[src/hw/eoc_consts.vh]
// constants for the external oscillator control block: offsets, fields, resets, counts
// assumes an 8-bit register port with byte offsets as printed
`ifndef EOC_CONSTS_VH
`define EOC_CONSTS_VH

// register offsets
`define EOC_OFF_LF_CTRL 8'h1C
`define EOC_OFF_HF_CTRL 8'h20
`define EOC_OFF_STATUS 8'h05

// reset values
`define EOC_RST_LF_CTRL 8'h00
`define EOC_RST_HF_CTRL 8'h00

// control fields, shared positions
`define EOC_BIT_ENABLE 0
`define EOC_BIT_ALWAYS_RUN 7
`define EOC_SU_HI 5
`define EOC_SU_LO 4
// low-frequency only
`define EOC_BIT_LF_LOW_POWER 1
`define EOC_BIT_LF_SOURCE 2
// high-frequency only
`define EOC_BIT_HF_SOURCE 1

// status fields
`define EOC_BIT_ST_LF_STABLE 4
`define EOC_BIT_ST_HF_STABLE 5
`define EOC_BIT_ST_LF_RUN 0
`define EOC_BIT_ST_HF_RUN 1
`define EOC_BIT_ST_LF_GRANT 2
`define EOC_BIT_ST_HF_GRANT 3

// start-up waits in oscillator cycles
`define EOC_LF_SU_0 65536'd0
`define EOC_LF_CYC_1K 1024
`define EOC_LF_CYC_16K 16384
`define EOC_LF_CYC_32K 32768
`define EOC_LF_CYC_64K 65536
`define EOC_HF_CYC_256 256
`define EOC_HF_CYC_1K 1024
`define EOC_HF_CYC_4K 4096
`define EOC_HF_SU_RESERVED 2'h3

// delivery latency in oscillator cycles once started
`define EOC_LF_DELIVER_CYC 3
`define EOC_HF_DELIVER_CYC 2

// sleep state codes
`define EOC_MODE_ACTIVE 2'h0
`define EOC_MODE_IDLE 2'h1
`define EOC_MODE_STANDBY 2'h2
`define EOC_MODE_POWERDOWN 2'h3

`endif

[src/hw/eoc_startup.v]
// start-up wait counter for one oscillator
// assumes osc_tick is a one-cycle pulse per oscillator cycle, synchronous to clk
`timescale 1ns/1ps
module eoc_startup #(
  parameter CW = 17
) (
  // clock and reset
  input wire clk,
  input wire rstn,
  // control
  input wire run,
  input wire crystal,
  input wire osc_tick,
  input wire [CW-1:0] target,
  // result
  output reg stable
);

  reg [CW-1:0] cnt;

  ////////////////////////////////////////////////////////////////////////////
  // a stopped oscillator loses its wait; an external clock needs no count
  always @(posedge clk) begin
    if (!rstn) begin
      cnt <= {CW{1'b0}};
      stable <= 1'b0;
    end else if (!run) begin
      cnt <= {CW{1'b0}};
      stable <= 1'b0;
    end else if (!stable) begin
      if (!crystal) begin
        stable <= 1'b1;
      end else if (osc_tick) begin
        if (cnt == target - {{(CW-1){1'b0}}, 1'b1}) begin
          stable <= 1'b1;
        end else begin
          cnt <= cnt + {{(CW-1){1'b0}}, 1'b1};
        end
      end
    end
  end

endmodule // eoc_startup

[src/hw/eoc_deliver.v]
// delivery delay from request to granted clock, counted in oscillator cycles
// assumes osc_tick is a one-cycle pulse per oscillator cycle, synchronous to clk
`timescale 1ns/1ps
module eoc_deliver #(
  parameter N = 2
) (
  // clock and reset
  input wire clk,
  input wire rstn,
  // control
  input wire ready,
  input wire req,
  input wire osc_tick,
  // result
  output reg grant
);

  reg [3:0] cnt;

  ////////////////////////////////////////////////////////////////////////////
  // grant rises after N oscillator cycles of a started, requested clock
  always @(posedge clk) begin
    if (!rstn) begin
      cnt <= 4'h0;
      grant <= 1'b0;
    end else if (!(ready && req)) begin
      cnt <= 4'h0;
      grant <= 1'b0;
    end else if (!grant && osc_tick) begin
      if (cnt == N[3:0] - 4'h1) begin
        grant <= 1'b1;
      end else begin
        cnt <= cnt + 4'h1;
      end
    end
  end

endmodule // eoc_deliver

[src/hw/eoc_top.v]
// external oscillator control: low-frequency crystal/clock and high-frequency crystal/clock
// assumes synchronous oscillator tick pulses, a plain register port and a sleep-state input
//
// Notes on behaviour
// - lf crystal start-up codes 0..3 wait 1k, 16k, 32k, 64k cycles
// - lf start-up and source fields lock while enabled or stable
// - lf bit 2: 0 crystal on both pins, 1 external clock on pin a
// - lf bit 1 sets low-power mode; may lengthen crystal start-up
// - lf bit 0 enables oscillator and takes its pins from the port
// - hf always-run bit acts only while hf enable is 1
// - hf runs on request outside power-down, or always in active, idle, standby when always-run
// - requesters must tolerate start-up delay before using the clock
// - hf always-run: requested clock delivered after two hf cycles
// - hf crystal start-up codes 0..2 wait 256, 1K, 4K; code 3 reserved
// - hf start-up and source fields lock while enabled or stable
// - hf bit 1: 0 crystal on both pins, 1 external clock on pin a
// - hf bit 0 enables oscillator and takes its pins from the port
// - lf always-run keeps it on through power-down; delivery within three cycles
`timescale 1ns/1ps
`include "eoc_consts.vh"
module eoc_top #(
  parameter LF_CYC_1K = `EOC_LF_CYC_1K,
  parameter LF_CYC_16K = `EOC_LF_CYC_16K,
  parameter LF_CYC_32K = `EOC_LF_CYC_32K,
  parameter LF_CYC_64K = `EOC_LF_CYC_64K,
  parameter HF_CYC_256 = `EOC_HF_CYC_256,
  parameter HF_CYC_1K = `EOC_HF_CYC_1K,
  parameter HF_CYC_4K = `EOC_HF_CYC_4K
) (
  // clock and reset
  input wire clk,
  input wire rstn,
  // register port
  input wire [7:0] addr,
  input wire [7:0] wdata,
  input wire wr_en,
  input wire rd_en,
  output reg [7:0] rdata,
  // sleep state of the device
  input wire [1:0] sleep_mode,
  // clock requests from peripherals or main clock selector
  input wire lf_req,
  input wire hf_req,
  output wire lf_grant,
  output wire hf_grant,
  // oscillator cycle pulses from the analog cells
  input wire lf_osc_tick,
  input wire hf_osc_tick,
  // analog oscillator controls
  output reg lf_osc_run,
  output reg lf_low_power,
  output reg lf_ext_clock,
  output reg hf_osc_run,
  output reg hf_ext_clock,
  // pin ownership, high takes pins from ordinary port control
  output reg lf_pin_override,
  output reg hf_pin_override,
  // stable flags as they appear in the main clock status
  output wire lf_stable_flag,
  output wire hf_stable_flag
);

  localparam CW = 17;

  // control registers
  reg [7:0] lf_ctrl;
  reg [7:0] hf_ctrl;
  reg [7:0] next_rdata;
  reg next_lf_run;
  reg next_hf_run;

  // decoded fields
  wire lf_en = lf_ctrl[`EOC_BIT_ENABLE];
  wire lf_always = lf_ctrl[`EOC_BIT_ALWAYS_RUN];
  wire [1:0] lf_startup_sel = lf_ctrl[`EOC_SU_HI:`EOC_SU_LO];
  wire lf_source_type = lf_ctrl[`EOC_BIT_LF_SOURCE];
  wire hf_en = hf_ctrl[`EOC_BIT_ENABLE];
  wire hf_always = hf_ctrl[`EOC_BIT_ALWAYS_RUN];
  wire [1:0] hf_startup_sel = hf_ctrl[`EOC_SU_HI:`EOC_SU_LO];
  wire hf_source_type = hf_ctrl[`EOC_BIT_HF_SOURCE];

  // locks on start-up and source fields
  wire lf_lock = lf_en | lf_stable_flag;
  wire hf_lock = hf_en | hf_stable_flag;

  wire wr_lf = wr_en && (addr == `EOC_OFF_LF_CTRL);
  wire wr_hf = wr_en && (addr == `EOC_OFF_HF_CTRL);

  reg [CW-1:0] lf_target;
  reg [CW-1:0] hf_target;

  //////////////////////////////////////////////////////////////////////////////
  // register writes; locked fields keep their value, the rest always write
  always @(posedge clk) begin
    if (!rstn) begin
      lf_ctrl <= `EOC_RST_LF_CTRL;
      hf_ctrl <= `EOC_RST_HF_CTRL;
    end else begin
      if (wr_lf) begin
        lf_ctrl[`EOC_BIT_ALWAYS_RUN] <= wdata[`EOC_BIT_ALWAYS_RUN];
        lf_ctrl[`EOC_BIT_LF_LOW_POWER] <= wdata[`EOC_BIT_LF_LOW_POWER];
        lf_ctrl[`EOC_BIT_ENABLE] <= wdata[`EOC_BIT_ENABLE];
        if (!lf_lock) begin
          lf_ctrl[`EOC_SU_HI:`EOC_SU_LO] <= wdata[`EOC_SU_HI:`EOC_SU_LO];
          lf_ctrl[`EOC_BIT_LF_SOURCE] <= wdata[`EOC_BIT_LF_SOURCE];
        end
      end
      if (wr_hf) begin
        hf_ctrl[`EOC_BIT_ALWAYS_RUN] <= wdata[`EOC_BIT_ALWAYS_RUN];
        hf_ctrl[`EOC_BIT_ENABLE] <= wdata[`EOC_BIT_ENABLE];
        if (!hf_lock) begin
          hf_ctrl[`EOC_SU_HI:`EOC_SU_LO] <= wdata[`EOC_SU_HI:`EOC_SU_LO];
          hf_ctrl[`EOC_BIT_HF_SOURCE] <= wdata[`EOC_BIT_HF_SOURCE];
        end
      end
    end
  end

  //////////////////////////////////////////////////////////////////////////////
  // start-up targets; the reserved hf code falls back to the longest wait
  // so that a stray value never shortens the crystal's settling
  always @* begin
    case (lf_startup_sel)
      2'h0: lf_target = LF_CYC_1K[CW-1:0];
      2'h1: lf_target = LF_CYC_16K[CW-1:0];
      2'h2: lf_target = LF_CYC_32K[CW-1:0];
      default: lf_target = LF_CYC_64K[CW-1:0];
    endcase
    case (hf_startup_sel)
      2'h0: hf_target = HF_CYC_256[CW-1:0];
      2'h1: hf_target = HF_CYC_1K[CW-1:0];
      default: hf_target = HF_CYC_4K[CW-1:0];
    endcase
  end

  //////////////////////////////////////////////////////////////////////////////
  // run decision: enable gates everything, always-run covers every sleep state for lf, all but power-down for hf
  always @* begin
    next_lf_run = 1'b0;
    next_hf_run = 1'b0;
    if (lf_en) begin
      if (lf_always) begin
        next_lf_run = 1'b1;
      end else begin
        // on demand only while active or idle
        next_lf_run = lf_req && (sleep_mode == `EOC_MODE_ACTIVE || sleep_mode == `EOC_MODE_IDLE);
      end
    end
    if (hf_en) begin
      if (hf_always) begin
        next_hf_run = (sleep_mode != `EOC_MODE_POWERDOWN);
      end else begin
        next_hf_run = hf_req && (sleep_mode != `EOC_MODE_POWERDOWN);
      end
    end
  end

  //////////////////////////////////////////////////////////////////////////////
  // analog controls and pin ownership come from flops
  always @(posedge clk) begin
    if (!rstn) begin
      lf_osc_run <= 1'b0;
      hf_osc_run <= 1'b0;
      lf_low_power <= 1'b0;
      lf_ext_clock <= 1'b0;
      hf_ext_clock <= 1'b0;
      lf_pin_override <= 1'b0;
      hf_pin_override <= 1'b0;
    end else begin
      lf_osc_run <= next_lf_run;
      hf_osc_run <= next_hf_run;
      lf_low_power <= lf_ctrl[`EOC_BIT_LF_LOW_POWER];
      lf_ext_clock <= lf_source_type;
      hf_ext_clock <= hf_source_type;
      lf_pin_override <= lf_en;
      hf_pin_override <= hf_en;
    end
  end

  //////////////////////////////////////////////////////////////////////////////
  // start-up counters, one per oscillator
  eoc_startup #(.CW(CW)) u_lf_startup (
    .clk(clk),
    .rstn(rstn),
    .run(lf_osc_run),
    .crystal(~lf_source_type),
    .osc_tick(lf_osc_tick),
    .target(lf_target),
    .stable(lf_stable_flag)
  );

  eoc_startup #(.CW(CW)) u_hf_startup (
    .clk(clk),
    .rstn(rstn),
    .run(hf_osc_run),
    .crystal(~hf_source_type),
    .osc_tick(hf_osc_tick),
    .target(hf_target),
    .stable(hf_stable_flag)
  );

  //////////////////////////////////////////////////////////////////////////////
  // clock delivery; grant waits for stable, so a requester never sees an
  // unsettled clock even though it is expected to allow for start-up
  eoc_deliver #(.N(`EOC_LF_DELIVER_CYC)) u_lf_deliver (
    .clk(clk),
    .rstn(rstn),
    .ready(lf_stable_flag),
    .req(lf_req),
    .osc_tick(lf_osc_tick),
    .grant(lf_grant)
  );

  eoc_deliver #(.N(`EOC_HF_DELIVER_CYC)) u_hf_deliver (
    .clk(clk),
    .rstn(rstn),
    .ready(hf_stable_flag),
    .req(hf_req),
    .osc_tick(hf_osc_tick),
    .grant(hf_grant)
  );

  //////////////////////////////////////////////////////////////////////////////
  // read mux; unmapped offsets read zero
  always @* begin
    next_rdata = 8'h00;
    case (addr)
      `EOC_OFF_LF_CTRL: next_rdata = lf_ctrl;
      `EOC_OFF_HF_CTRL: next_rdata = hf_ctrl;
      `EOC_OFF_STATUS: begin
        next_rdata[`EOC_BIT_ST_LF_STABLE] = lf_stable_flag;
        next_rdata[`EOC_BIT_ST_HF_STABLE] = hf_stable_flag;
        next_rdata[`EOC_BIT_ST_LF_RUN] = lf_osc_run;
        next_rdata[`EOC_BIT_ST_HF_RUN] = hf_osc_run;
        next_rdata[`EOC_BIT_ST_LF_GRANT] = lf_grant;
        next_rdata[`EOC_BIT_ST_HF_GRANT] = hf_grant;
      end
      default: next_rdata = 8'h00;
    endcase
  end

  // read data stands only in the cycle after the strobe
  always @(posedge clk) begin
    if (!rstn) begin
      rdata <= 8'h00;
    end else if (rd_en) begin
      rdata <= next_rdata;
    end else begin
      rdata <= 8'h00;
    end
  end

endmodule // eoc_top

[config.mk]
export PLATFORM = sky130hd
export DESIGN_NAME = eoc_top
export DESIGN_NICKNAME = d
export VERILOG_FILES = /design/src/hw/eoc_startup.v /design/src/hw/eoc_deliver.v /design/src/hw/eoc_top.v
export VERILOG_INCLUDE_DIRS = /design/src /design/src/hw
export SDC_FILE = /design/constraint.sdc
export NUM_CORES = 1
export LEC_CHECK = 0
export BUFFER_PORTS_ARGS = -buffer_cell sky130_fd_sc_hd__buf_2
export CAP_MARGIN = 40
export CORE_MARGIN = 2
export CORE_UTILIZATION = 52
export DETAILED_ROUTE_END_ITERATION = 12
export MAX_ROUTING_LAYER = met4
export PLACE_DENSITY = 0.75
export SLEW_MARGIN = 15
export SYNTH_ARGS = -nofsm -noshare
export SYNTH_HDL_FRONTEND = slang
export SYNTH_SLANG_ARGS = --single-unit
[constraint.sdc]
create_clock -name clk -period 2.2 [get_ports clk]
set_input_delay 0.11 -clock clk [delete_from_list [all_inputs] [get_ports clk]]
set_output_delay 0.11 -clock clk [all_outputs]
set_load 0.005 [all_outputs]
* Yosys cells after proc, flatten, opt, wreduce, memory -nomap -nowiden *
Cells that the tools add are included.

word-level totals
  bits in writable memories = 0
  flip-flop bits (word level) = 72
  logic and storage cells = 93
  memories = 0
  latch bits = 0
  bits in read-only memories = 0

operators by class
  $mul = 0
  $add $sub $neg = 6
  shifts and indexed selects = 0
  reduce and logical (&&, ||, !) cells = 29
  bitwise operators = 12
  divide/modulo/power cells = 0
  eq/ne operators = 12
  magnitude comparators = 0
  muxes and demuxes = 14

operator list
  operator               count
  $pmux 17 s3            1
  $add 17x1->17 const B  2
  $eq 17x17->1           2
  $pmux 13 s2            1
  $reduce_and 2->1       13
  $pmux 6 s3             1
  $sub 17x1->17 const B  1
  $sub 13x1->14 const B  1
  $mux 1                 10
  $not 1->1              10
  $add 4x1->4 const B    2
  $eq 8x3->1 const B     1
  $eq 8x5->1 const B     1
  $eq 8x6->1 const B     1
  $logic_and 1x1->1      8
  $reduce_and 4->1       2
  $eq 2x1->1 const B     3
  $logic_not 2->1        3
  $eq 4x1->1 const B     1
  $eq 4x2->1 const B     1
  $pmux 2 s2             1
  $eq 2x2->1 const B     1
  $logic_not 1->1        2
  $ne 2x2->1 const B     1
  other kinds (2)        3

* Logic depth before layout (Yosys ltp) *
Gate-level depths: netlist of the first run.

  depth after elaboration = 8
  gate-level depth with buffers = 9
  depth with buffers taken out = 7

* By module *
From an unflattened synthesis of the first run, not the netlist that was laid out.

second synthesis, totals
  cell total of the unflattened synthesis = 556
  area total of the unflattened synthesis = 4,717.0 µm²

modules (own cells, without submodules)
  module       area an instance (µm²)  sequential area each (µm²)  times used  cells each
  eoc_startup  1,590.3                 360.3                       2           194
  eoc_top      1,026.0                 500.5                       1           110
  eoc_deliver  255.2                   100.1                       2           29

* Worst setup path before layout of the first run *
Ideal clock, no wire load.

  path type = flip-flop to flip-flop
  from = register hf_ctrl[5]
  to = register u_hf_startup.cnt[11]
  period minus slack after synthesis = 2.186 ns
  required time = 2.130 ns
  path buffers = 1
  arrival time = 2.117 ns
  path slack = 0.014 ns
  cell stages (with the launch flop) = 9
  library setup time = 0.070 ns
  path through = dfxtp_1 or2_2 ha_1 xnor2_1 a211oi_2 and3_1 buf_6 or4_1 a21oi_2

on the way
  longest elaborated chain between the ends = 6

RTL lines
  item                                           line              text
  from (decl)                                    eoc_top.v:67      reg [7:0] hf_ctrl;
  from (signal assigned)                         eoc_top.v:97      hf_ctrl <= `EOC_RST_HF_CTRL;
  from (signal, indexed assignment)              eoc_top.v:109     hf_ctrl[`EOC_BIT_ALWAYS_RUN] <= wdata[`EOC_BIT_ALWAYS_RUN];
  from (signal, indexed assignment)              eoc_top.v:110     hf_ctrl[`EOC_BIT_ENABLE] <= wdata[`EOC_BIT_ENABLE];
  $eq 2x1->1 or $logic_not 2->1 (tied branches)  eoc_top.v:129     case (hf_startup_sel)
  $pmux 13 s2 *                                  eoc_top.v:129
  $sub 13x1->14 *                                eoc_startup.v:34  if (cnt == target - {{(CW-1){1'b0}}, 1'b1}) begin
  $eq 17x17->1 *                                 eoc_startup.v:34
  $not 1->1 (no line) *                          n/a
  $reduce_and 4->1 (no line) *                   n/a
  to (signal assigned)                           eoc_startup.v:25  cnt <= {CW{1'b0}};
  to (signal assigned)                           eoc_startup.v:28  cnt <= {CW{1'b0}};
  to (signal assigned)                           eoc_startup.v:37  cnt <= cnt + {{(CW-1){1'b0}}, 1'b1};
  to (decl)                                      eoc_startup.v:19  reg [CW-1:0] cnt;

Every way passes the cells marked *; elsewhere a longest branch is shown, timed or not.
A chain may end at the register's enable or synchronous reset.

* Worst setup path after layout of the first run *
  from = register u_lf_startup.cnt[6]
  to = register u_lf_startup.cnt[13]

on the way
  longest elaborated chain between the ends = 3

RTL lines
  item                                                                   line
  from (decl)                                                            eoc_startup.v:19
  from (signal assigned)                                                 eoc_startup.v:25
  from (signal assigned)                                                 eoc_startup.v:28
  from (signal assigned)                                                 eoc_startup.v:37
  parallel branches: the longest is 3 deep, another holds $add 17x1->17  n/a

Several ways; the timed one is not identified.

==> results.py, run 1 <==
metrics = {
    "placement": {
        "port_buffers": 41,
        "dp.cells": 501,
        "gp_congestion": 0.864,
        "hpwl_mm": 5.45,
    },
    "power": {
        "p_leak_uw": 0.00151,
        "vdd_ir_drop_max_mv": 0.454,
        "p_per_area_nw_per_um2": 611,
    },
    "timing": {
        "tns_ns": 0,
        "post-route-period-util_pct": 93.4,
        "finalSetupViolCount": 0,
        "rsz0062_at_grt": "false",
        "max-slew-margin-rel_pct": 63.4,
        "finalClockSkew_ns": 0.00499,
        "drv_slew": 0,
        "fin_crit_ns": 2.06,
        "finalHoldViolations": 0,
        "fmax_mhz": 487,
        "tightest_slew_ns": 0.548,
    },
    "global_routing": {
        "grt_max_degree": 25,
        "antenna_found_initial": 0,
        "overflow": 0,
        "grt_usage_pct": 22.3,
        "grt_pass1_wl_mm": 12.7,
        "grt_pass1_vias": 2891,
    },
    "floorplanning": {
        "die_area_um2": 7280,
        "fp.dieH_um": 85.3,
        "ios": 45,
        "start_util_pct": 53.8,
        "dieWidth_um": 85.3,
        "rows": 29,
        "core_area_um2": 6390,
    },
    "clock_tree": {
        "cts_tree": "yes",
        "clkSinkCount": 71,
        "clkLatencyLatePin_ns": 0.34,
        "cts.htree.levels": 3,
        "cts-root-buf": "clkbuf_8",
        "path_clk_slew_ns": 0.07,
        "cts_setup_buffers": 0,
        "cts_buffer_depth": 2,
        "cts_buffers": 9,
    },
    "setup_path": {
        "start_kind": "flip-flop",
        "path_class": "flip-flop to flip-flop",
        "rr_worst_depth": 5,
        "critical_path_arrival_ns": 2.33,
        "end_kind": "flip-flop",
        "cp.required_ns": 2.47,
        "critPathMaxFanout": 6,
    },
    "worst_hold_path": {
        "hold_depth": 3,
        "hold_path.class": "input port to flip-flop",
    },
    "yosys": {
        "seq_area_frac_synth_pct": 41.3,
        "synth_edf_count": 0,
        "ys_async_sr_fraction_pct": 0,
        "synthCells": 382,
        "synthFlopType": "dfxtp_1",
        "ys_ff_latch": 71,
        "ys_types": 56,
        "synth-warning-count": 0,
        "syn_area_per_cell_um2": 9.00,
        "synth_area_um2": 3440,
        "synth_nets": 415,
    },
    "drt": {
        "postRouteAntennaNets": 0,
        "drcViolationCount": 0,
        "routedWlPerCell_um": 14.7,
        "vias_per_cell": 5.85,
        "drt_iter0_drc": 112,
        "drt-total-wl_mm": 7.62,
        "drt_first_pass_iters": 4,
        "num_vias": 3036,
    },
    "final_layout": {
        "final_cell_count_no_fill": 519,
        "diodes": 0,
        "layout-drive-gt1-share_pct": 21.7,
        "area_growth_pct": 17.6,
        "fill_cells": 545,
        "final_nets": 470,
    },
    "run": {
        "max-cap-violations": 0,
    },
    "run_status": {
        "status": "finished, final reports clean",
    },
}
[cell families (layout without fill, tap and decap cells)]
kind of cell,Yosys count,count (layout),share of synthesized area [%]
simple gates,174,174,29.2
compound gates,87,87,17.5
flops,71,71,41.3
buf+inv,19,79,2.98
mux,13,13,3.78
xor+xnor,10,10,2.55
fa+ha+maj,7,7,2.55
other cells,1,1,0.109
[synthesized netlist by cell type (3+ instances only)]
master | number | area (um2)
a211oi_1 | 6 | 45.0
a21oi_1 | 20 | 100
a21oi_2 | 10 | 87.6
a22o_1 | 4 | 35.0
a22oi_1 | 5 | 37.5
a31oi_1 | 3 | 18.8
and2_1 | 8 | 50.1
and3_1 | 5 | 31.3
and4_1 | 5 | 43.8
buf_2 | 3 | 15.0
clkbuf_1 | 7 | 26.3
dfxtp_1 | 71 | 1420
ha_1 | 7 | 87.6
inv_1 | 5 | 18.8
mux2i_1 | 13 | 130
nand2_1 | 27 | 101
nand3_1 | 13 | 65.1
nand4_1 | 12 | 75.1
nor2_1 | 31 | 116
nor2b_1 | 16 | 100
nor3_1 | 5 | 25.0
nor3b_1 | 4 | 30.0
nor4_1 | 3 | 18.8
o211ai_1 | 5 | 37.5
o21ai_0 | 5 | 25.0
o21ai_1 | 11 | 55.1
o31ai_1 | 8 | 60.1
or2_2 | 3 | 18.8
or3_1 | 16 | 100
or4_1 | 12 | 90.1
xnor2_1 | 9 | 78.8
[layout make-up]
cell class	instances	area (um2)	share of cell area, %
Multi-Input combinational cell	292	1960	48.4
Sequential cell	71	1420	35.2
Timing Repair Buffer	58	338	8.36
Clock buffer	10	128	3.16
Tap cell	77	96.3	2.38
Clock inverter	6	85.1	2.10
Inverter	5	18.8	0.464
[metal layers]
layer / GRT usage [%] / wire length [um]
met5: - / 0
met4: 8.66 / 82
met3: 5.35 / 254
met2: 37.0 / 3910
met1: 26.0 / 3380
[sequential cells by signal (all words and copies together), names as in the netlist, 4 cells and up]
signal and count:
u_hf_startup.cnt 17, u_lf_startup.cnt 17, lf_ctrl 6, rdata 7, hf_ctrl 5, u_hf_deliver.cnt 4
u_lf_deliver.cnt 4
[stage by stage]
| step | total power, uW | instance area (um2) | setup slack [ns] | hold WS, ns | utilization [%] |
|---|---|---|---|---|---|
| after floorplan | 1350 | 3440 | 0.0137 | 0.199 | - |
| after global placement | 1390 | 3770 | 0.0535 | 0.296 | 59.1 |
| after detailed placement | 1390 | 3770 | -0.00604 | 0.319 | 59.1 |
| after CTS | 2490 | 4010 | 0.00311 | 0.0341 | 62.8 |
| after global routing | 2560 | 4040 | 0.00858 | 0.0351 | 63.3 |
| final | 2470 | 4040 | 0.145 | 0.0499 | 63.3 |
[cell usage in the layout, fill, tap and decap left out, types with 3 or more instances in the layout]
cell / n
or2_2: 3
nor2b_1: 16
nand3_1: 13
o21ai_1: 11
clkbuf_8: 9
and2_1: 8
mux2i_1: 13
buf_4: 15
nor3b_1: 4
nand4_1: 12
o31ai_1: 8
a21oi_2: 10
ha_1: 6
nand2_1: 27
or3_1: 16
nor3_1: 5
inv_1: 5
and4_1: 5
o21ai_0: 5
a31oi_1: 3
o211ai_1: 5
dfxtp_1: 71
nor2_1: 31
a21oi_1: 20
buf_2: 41
and3_1: 4
a22o_1: 4
xnor2_1: 8
or4_1: 12
a22oi_1: 5
a211oi_1: 6
[worst max-delay path, stage by stage, from the launching register on]
cell and delay (ns):
dfxtp_1 0.39, nand4_1 0.25, or2_1 0.34, or4_1 0.55, or3_1 0.32, a21oi_1 0.13
[what timing repair did]
action | CTS | global route
endpoints found under the setup margin | 2 | 12
gates resized for setup | 1 | 4
hold buffers | 2 | 0
hold endpoints to repair | 1 | 0
[power breakdown]
part           switching, uW  internal (uW)
registers              0.281           1280
clock network            472            634
logic                   43.9           35.2
total                    516           1950
[final timing paths]
kind                                                     endpoint                              from  slack, ns
worst max-delay path            u_lf_startup.cnt[13]$_SDFFE_PN0P_  u_lf_startup.cnt[6]$_SDFFE_PN0P_       0.14
worst min-delay path                      lf_ctrl[2]$_SDFFE_PN0P_                          wdata[2]       0.05
worst max register to register  u_lf_startup.cnt[13]$_SDFFE_PN0P_  u_lf_startup.cnt[6]$_SDFFE_PN0P_       0.14
worst min register to register   u_lf_startup.cnt[3]$_SDFFE_PN0P_  u_lf_startup.cnt[3]$_SDFFE_PN0P_       0.49
Power figures use the tool's default switching activity.
==> inputs of run 2 (changes only) <==
--- a/config.mk
+++ b/config.mk
@@ -11,4 +11,5 @@
 export CORE_MARGIN = 2
 export CORE_UTILIZATION = 52
+export CTS_CLUSTER_SIZE = 25
 export DETAILED_ROUTE_END_ITERATION = 12
 export MAX_ROUTING_LAYER = met4
==> constraint.sdc (replaced) <==
create_clock -name clk -period 2.2 [get_ports clk]
set_input_delay 0.44 -clock clk [delete_from_list [all_inputs] [get_ports clk]]
set_output_delay 0.44 -clock clk [all_outputs]
set_load 0.005 [all_outputs]
==> run 2 against run 1 <==
Against the previous run: first-iteration DRC count up 34%; non-clock buffer count rose by 6; largest cell class unchanged; critical endpoint is now u_hf_startup.cnt[15]$_SDFFE_PN0P_; final cell count rose by 0.96%; clock skew increased by 0.0052 ns; design area down 0.53%; maximum frequency shrank 2.0%; global-route usage rose by 0.29 points; combinational power about the same; sequential power barely moved.
==> results.py, run 2 (synthesis results as in run 1) <==
metrics = {
    "floorplanning": {
        "rows": 29,
        "ios": 45,
        "dieWidth_um": 85.3,
        "core_area_um2": 6390,
        "start_util_pct": 53.8,
        "fp.dieH_um": 85.3,
        "die_area_um2": 7280,
    },
    "power": {
        "vdd_ir_drop_max_mv": 0.615,
        "power.switching_uw": 508,
        "p_per_area_nw_per_um2": 561,
        "power_uw": 2260,
        "power_frac_clock_pct": 39.5,
        "seqPwrFrac_pct": 57.0,
        "cell_internal_pwr_uw": 1750,
        "swShare_pct": 22.5,
        "power_frac_comb_pct": 3.5,
        "p_leak_uw": 0.00152,
    },
    "clock_tree": {
        "holdBufCountCts": 0,
        "clkLatencyLatePin_ns": 0.35,
        "cts.htree.levels": 3,
        "cts_tree": "yes",
        "cts-root-buf": "clkbuf_8",
        "clkSinkCount": 71,
        "path_clk_slew_ns": 0.07,
        "cts_buffer_depth": 2,
        "cts_buffers": 9,
    },
    "drt": {
        "drt_iter0_drc": 150,
        "postRouteAntennaNets": 0,
        "num_vias": 3061,
        "vias_per_cell": 5.84,
        "drcViolationCount": 0,
        "drt-total-wl_mm": 7.62,
        "drt_first_pass_iters": 4,
        "routedWlPerCell_um": 14.5,
    },
    "global_routing": {
        "grt_usage_pct": 22.6,
        "grt_pass1_vias": 2908,
        "grt_pass1_wl_mm": 12.8,
        "grt_max_degree": 22,
        "antenna_found_initial": 0,
        "overflow": 0,
    },
    "final_layout": {
        "layout-drive-gt1-share_pct": 22.8,
        "final_nets": 476,
        "diodes": 0,
        "layout_top_registers": "u_hf_startup.cnt x17, u_lf_startup.cnt x17, rdata x7",
        "layout_commonest_cell": "dfxtp_1",
        "mostFrequentLayoutCells": "dfxtp_1 (71), buf_2 (41), nor2_1 (31), nand2_1 (27), buf_4 (23)",
        "area_growth_pct": 17.0,
    },
    "setup_path": {
        "end_kind": "flip-flop",
        "cp.required_ns": 2.49,
        "crit_family": "simple AND/OR/NAND/NOR gates",
        "critPathBufInv": 0,
        "crit_chain": "or2_2 -> ha_1 -> xnor2_2 -> a211oi_2 -> and3_4 -> or4_1 -> a21oi_2",
        "path_class": "flip-flop to flip-flop",
        "start_kind": "flip-flop",
        "critical_path_arrival_ns": 2.39,
        "cp-startpoint": "hf_ctrl[5]$_SDFFE_PN0P_",
        "worst_path_max_delay_cell": "or4_1",
        "regToRegStartpoint": "hf_ctrl[5]$_SDFFE_PN0P_",
        "cp_slowest_stage_delay_ns": 0.53,
        "critPathMaxFanout": 7,
    },
    "timing": {
        "fmax_mhz": 477,
        "max-slew-margin-rel_pct": 62.9,
        "tns_ns": 0,
        "drv_slew": 0,
        "tightest_slew_ns": 0.555,
        "post-route-period-util_pct": 95.4,
        "finalSetupViolCount": 0,
        "finalClockSkew_ns": 0.0102,
        "rsz0062_at_grt": "false",
        "fin_crit_ns": 2.10,
        "finalHoldViolations": 0,
    },
    "placement": {
        "hpwl_mm": 5.66,
        "port_buffers": 41,
        "gp_congestion": 0.866,
    },
    "worst_hold_path": {
        "min_from": "sleep_mode[0]",
        "hold_path.class": "input port to flip-flop",
    },
    "run": {
        "max-cap-violations": 0,
    },
    "run_status": {
        "status": "finished, final reports clean",
    },
}
## run 2: cell types whose count changed in the layout (fill, tap and decap cells not counted), sizes merged
cell | previous run | this run
clkbuf | 10 | 11
clkinv | 2 | 3
bufinv | 2 | 0
buf | 56 | 64
clkinvlp | 2 | 1
dlygate4sd3 | 2 | 0
## run 2: final cells by class
cell class / count / area [um2]
fillers: 538 / 2360
multi-input cells: 292 / 1940
flip-flops and latches: 71 / 1420
repair buffers: 64 / 378
clock buffers: 11 / 141
well taps: 77 / 96.3
clock inverters: 4 / 22.5
inverters: 5 / 18.8
## run 2: metal layers
layer	GRT usage, %	wire (um)	vias to the layer above
li1	-	-	1542
met1	26.8	3410	1460
met2	36.6	3840	47
met3	6.42	256	12
met4	7.79	111	0
met5	-	0	-
## run 2: stage by stage
| stage | cells | utilization (%) | hold slack (ns) | instance area (um2) | setup slack [ns] |
|---|---|---|---|---|---|
| 2_1_floorplan | 382 | - | 0.448 | 3440 | 0.0137 |
| 3_5_place_dp | 508 | 59.9 | 0.487 | 3830 | 0.0382 |
| 3_3_place_gp | 508 | 59.9 | 0.467 | 3830 | 0.0837 |
| 5_1_grt | 524 | 63.0 | 0.260 | 4020 | 0.00588 |
| 6_report | 524 | 63.0 | 0.254 | 4020 | 0.102 |
| 4_1_cts | 523 | 62.5 | 0.246 | 3990 | 0.0195 |
## run 2: power by group through the flow
stage / registers [uW] / logic (uW) / clock network, uW
after CTS: 1280 / 78.5 / 913
after detailed placement: 1310 / 78.0 / 0
after floorplan: 1310 / 33.2 / 0
after global placement: 1310 / 77.2 / 0
after global routing: 1280 / 85.5 / 969
final: 1290 / 79.0 / 892
## run 2: repair_timing
| action | in CTS | in global routing |
|---|---|---|
| gates resized for setup | 0 | 4 |
| endpoints found under the setup margin | 0 | 11 |
| setup buffers | 0 | 1 |
## run 2: path summary, 6_finish.rpt
check / endpoint / slack, ns / cells after the start
setup reg to reg: u_hf_startup.cnt[15]$_SDFFE_PN0P_ / 0.10 / 7
setup / recovery: u_hf_startup.cnt[15]$_SDFFE_PN0P_ / 0.10 / 7
hold / removal: hf_osc_run$_SDFF_PN0_ / 0.25 / 2
hold reg to reg: u_lf_startup.cnt[3]$_SDFFE_PN0P_ / 0.50 / 2
==> inputs of run 3 (changes only) <==
- ABC_AREA: unset -> 1
- CORE_UTILIZATION: 52 -> 53
- SETUP_SLACK_MARGIN: unset -> 0.2
==> run 3 against run 2 <==
Against the previous run: worst hold slack better by 0.012 ns; largest power group unchanged; design area is 9.8% higher; final cell count rose by 38%; largest cell class unchanged; non-clock buffer count shrank 16; first-iteration DRC count up 30%; global-route usage rose by 0.26 points; clock-buffer cell count stayed put; clock power rose by 29%; synthesized cell count up 49%; combinational power up 21%; sequential share of layout area down 3.1 points; power grew 12%.
==> results.py, run 3 <==
metrics = {
    "global_routing": {
        "grt_pass1_wl_mm": 13.9,
        "grt_max_degree": 19,
        "grt_usage_pct": 22.8,
        "grt_pass1_vias": 3256,
        "overflow": 0,
        "antenna_found_initial": 0,
    },
    "timing": {
        "finalHoldViolations": 0,
        "tightest_slew_ns": 0.606,
        "post-route-period-util_pct": 86.1,
        "rsz0062_at_grt": "false",
        "drv_slew": 0,
        "fin_crit_ns": 1.90,
        "fmax_mhz": 528,
        "tns_ns": 0,
        "finalSetupViolCount": 0,
        "finalClockSkew_ns": 0.00829,
        "max-slew-margin-rel_pct": 59.5,
    },
    "final_layout": {
        "final_nets": 652,
        "fill_cells": 692,
        "layout_top_registers": "u_hf_startup.cnt x17, u_lf_startup.cnt x17, rdata x7",
        "final_cell_count_no_fill": 723,
        "area_growth_pct": 14.5,
        "layout-drive-gt1-share_pct": 16.3,
        "mostFrequentLayoutCells": "nand2_1 (159), dfxtp_1 (71), nor2_1 (69), inv_1 (61), nand3_1 (55)",
        "diodes": 0,
        "layout_commonest_cell": "nand2_1",
    },
    "yosys": {
        "synth_nets": 602,
        "synth_top_cell_area_share_pct": 36.9,
        "yosys.area_share.simple_pct": 36.9,
        "synth_compound_area_share_pct": 10.9,
        "synth_edf_count": 0,
        "synth-warning-count": 0,
        "synthAdderAreaFrac_pct": 2.27,
        "ys_types": 34,
        "synth_area_leaders": "dfxtp_1 (37%), nand2_1 (16%), nand3_1 (7.1%)",
        "synthCells": 569,
        "synthFlopType": "dfxtp_1",
        "seq_area_frac_synth_pct": 36.9,
        "synth_xor_area_share_pct": 5.00,
        "synth_area_um2": 3850,
        "ys_ff_latch": 71,
        "synth_top_family_by_area": "simple AND/OR/NAND/NOR gates",
        "ys_async_sr_fraction_pct": 0,
        "netlist.top_cell.by_area": "dfxtp_1",
        "yosysMostFrequentCell": "nand2_1",
        "syn_area_per_cell_um2": 6.77,
        "synthMuxAreaShare_pct": 0,
        "synthTopCellsByCount": "nand2_1 (160), dfxtp_1 (71), nor2_1 (71), inv_1 (61), nand3_1 (55)",
    },
    "floorplanning": {
        "ios": 45,
        "rows": 31,
        "dieWidth_um": 89.3,
        "core_area_um2": 7140,
        "start_util_pct": 54.0,
        "fp.dieH_um": 89.3,
        "die_area_um2": 7970,
    },
    "clock_tree": {
        "path_clk_slew_ns": 0.07,
        "cts-root-buf": "clkbuf_8",
        "cts_buffer_depth": 2,
        "cts.htree.levels": 3,
        "clkLatencyLatePin_ns": 0.34,
        "clkSinkCount": 71,
        "cts_buffers": 9,
        "cts_tree": "yes",
    },
    "setup_path": {
        "critical_path_arrival_ns": 2.16,
        "r2r_setup_slack_ns": 0.30,
        "end_kind": "flip-flop",
        "rr_worst_depth": 11,
        "cp_slowest_stage_delay_ns": 0.35,
        "worst_path_max_delay_cell": "dfxtp_1",
        "cp.required_ns": 2.46,
        "start_kind": "flip-flop",
        "critPathMaxFanout": 10,
        "crit_chain": "nor2_2 -> inv_2 -> ha_1 -> nand2_1 -> nand3_1 -> nor2_1 -> nand2_2 -> o21bai_4 -> buf_4 -> nand2_1 -> a21oi_1",
        "critPathBufInv": 2,
        "cp_common_cell": "nand2_1",
        "crit_family": "simple AND/OR/NAND/NOR gates",
        "worst-path-stages": 11,
        "path_class": "flip-flop to flip-flop",
    },
    "drt": {
        "drt_first_pass_iters": 5,
        "drcViolationCount": 0,
        "num_vias": 3628,
        "vias_per_cell": 5.02,
        "drt-total-wl_mm": 8.46,
        "postRouteAntennaNets": 0,
        "routedWlPerCell_um": 11.7,
        "drt_iter0_drc": 195,
    },
    "power": {
        "vdd_ir_drop_max_mv": 0.451,
        "p_per_area_nw_per_um2": 574,
        "p_leak_uw": 0.00172,
    },
    "worst_hold_path": {
        "hold_depth": 2,
        "hold_path.class": "input port to flip-flop",
    },
    "placement": {
        "dp.cells": 704,
        "port_buffers": 41,
        "gp_congestion": 0.921,
        "hpwl_mm": 6.15,
    },
    "run": {
        "max-cap-violations": 0,
    },
    "run_status": {
        "status": "finished, final reports clean",
    },
}
run 3: cell types whose count changed in the layout (fill, tap and decap cells not counted), sizes merged, moves of 12 or more:
cell,before,now
buf,64,48
or4,12,0
xor2,1,17
nor2,31,80
mux2i,13,0
nor2b,16,0
nand3,14,55
inv,5,63
a21oi,30,50
nand2,27,168
or3,16,0
run 3: through the flow:
stage	power [uW]	worst slack, ns	area (um2)	hold slack (ns)	utilization, %
floorplan	1370	0.461	3850	0.421	-
global placement	1400	0.292	4150	0.448	58.2
detailed placement	1410	0.252	4150	0.454	58.2
CTS	2560	0.248	4370	0.253	61.3
global route	2640	0.155	4410	0.262	61.9
finish	2530	0.305	4410	0.266	61.9
run 3: layout make-up:
class                   count  area [um2]  area share (%)
multi-input cells         426        2150            48.8
inverters                  63         236            5.36
clock buffers              11         141            3.20
clock inverters             5        81.3            1.84
repair buffers             48         258            5.84
well taps                  99         124            2.81
flip-flops and latches     71        1420            32.2
run 3: final timing paths:
kind                            from                                to
max reg2reg  hf_ctrl[5]$_SDFFE_PN0P_  u_hf_startup.cnt[7]$_SDFFE_PN0P_
max          hf_ctrl[5]$_SDFFE_PN0P_  u_hf_startup.cnt[7]$_SDFFE_PN0P_
min reg2reg  lf_ctrl[7]$_SDFFE_PN0P_               rdata[7]$_SDFF_PN0_
min                    sleep_mode[0]             hf_osc_run$_SDFF_PN0_
run 3: power breakdown:
part | internal (uW) | switching, uW
registers | 1280 | 0.480
clock network | 670 | 482
logic | 33.6 | 61.7
total | 1990 | 545
run 3: repair_timing:
item	4_1_cts	5_1_grt
endpoints found under the setup margin	0	21
gates resized for setup	0	6
setup buffers	0	2
hold buffers	0	0
run 3: worst reg2reg max path, cell delays in order, from the launching register on:
cell and delay, ns:
dfxtp_1 0.35, nor2_2 0.14, inv_2 0.05, ha_1 0.30, nand2_1 0.07, nand3_1 0.06
nor2_1 0.16, nand2_2 0.12, o21bai_4 0.18, buf_4 0.19, nand2_1 0.07, a21oi_1 0.14
run 3: kinds of logic (layout without fill, tap and decap cells):
| kind of cell | after synthesis | in the layout |
|---|---|---|
| other cells | 1 | 1 |
| flops | 71 | 71 |
| fa+ha+maj | 7 | 7 |
| xor+xnor | 22 | 22 |
| buf+inv | 73 | 127 |
| compound gates | 72 | 72 |
| simple gates | 323 | 324 |
run 3: per-layer routing:
metal  vias to the layer above  part of all wire, %  GRT usage [%]
li1                       1915                    -              -
met1                      1649                   46           28.5
met2                        57                   50           36.6
met3                         7                  3.7           6.09
met4                         0                  1.1           6.24
met5                         -                    0              -
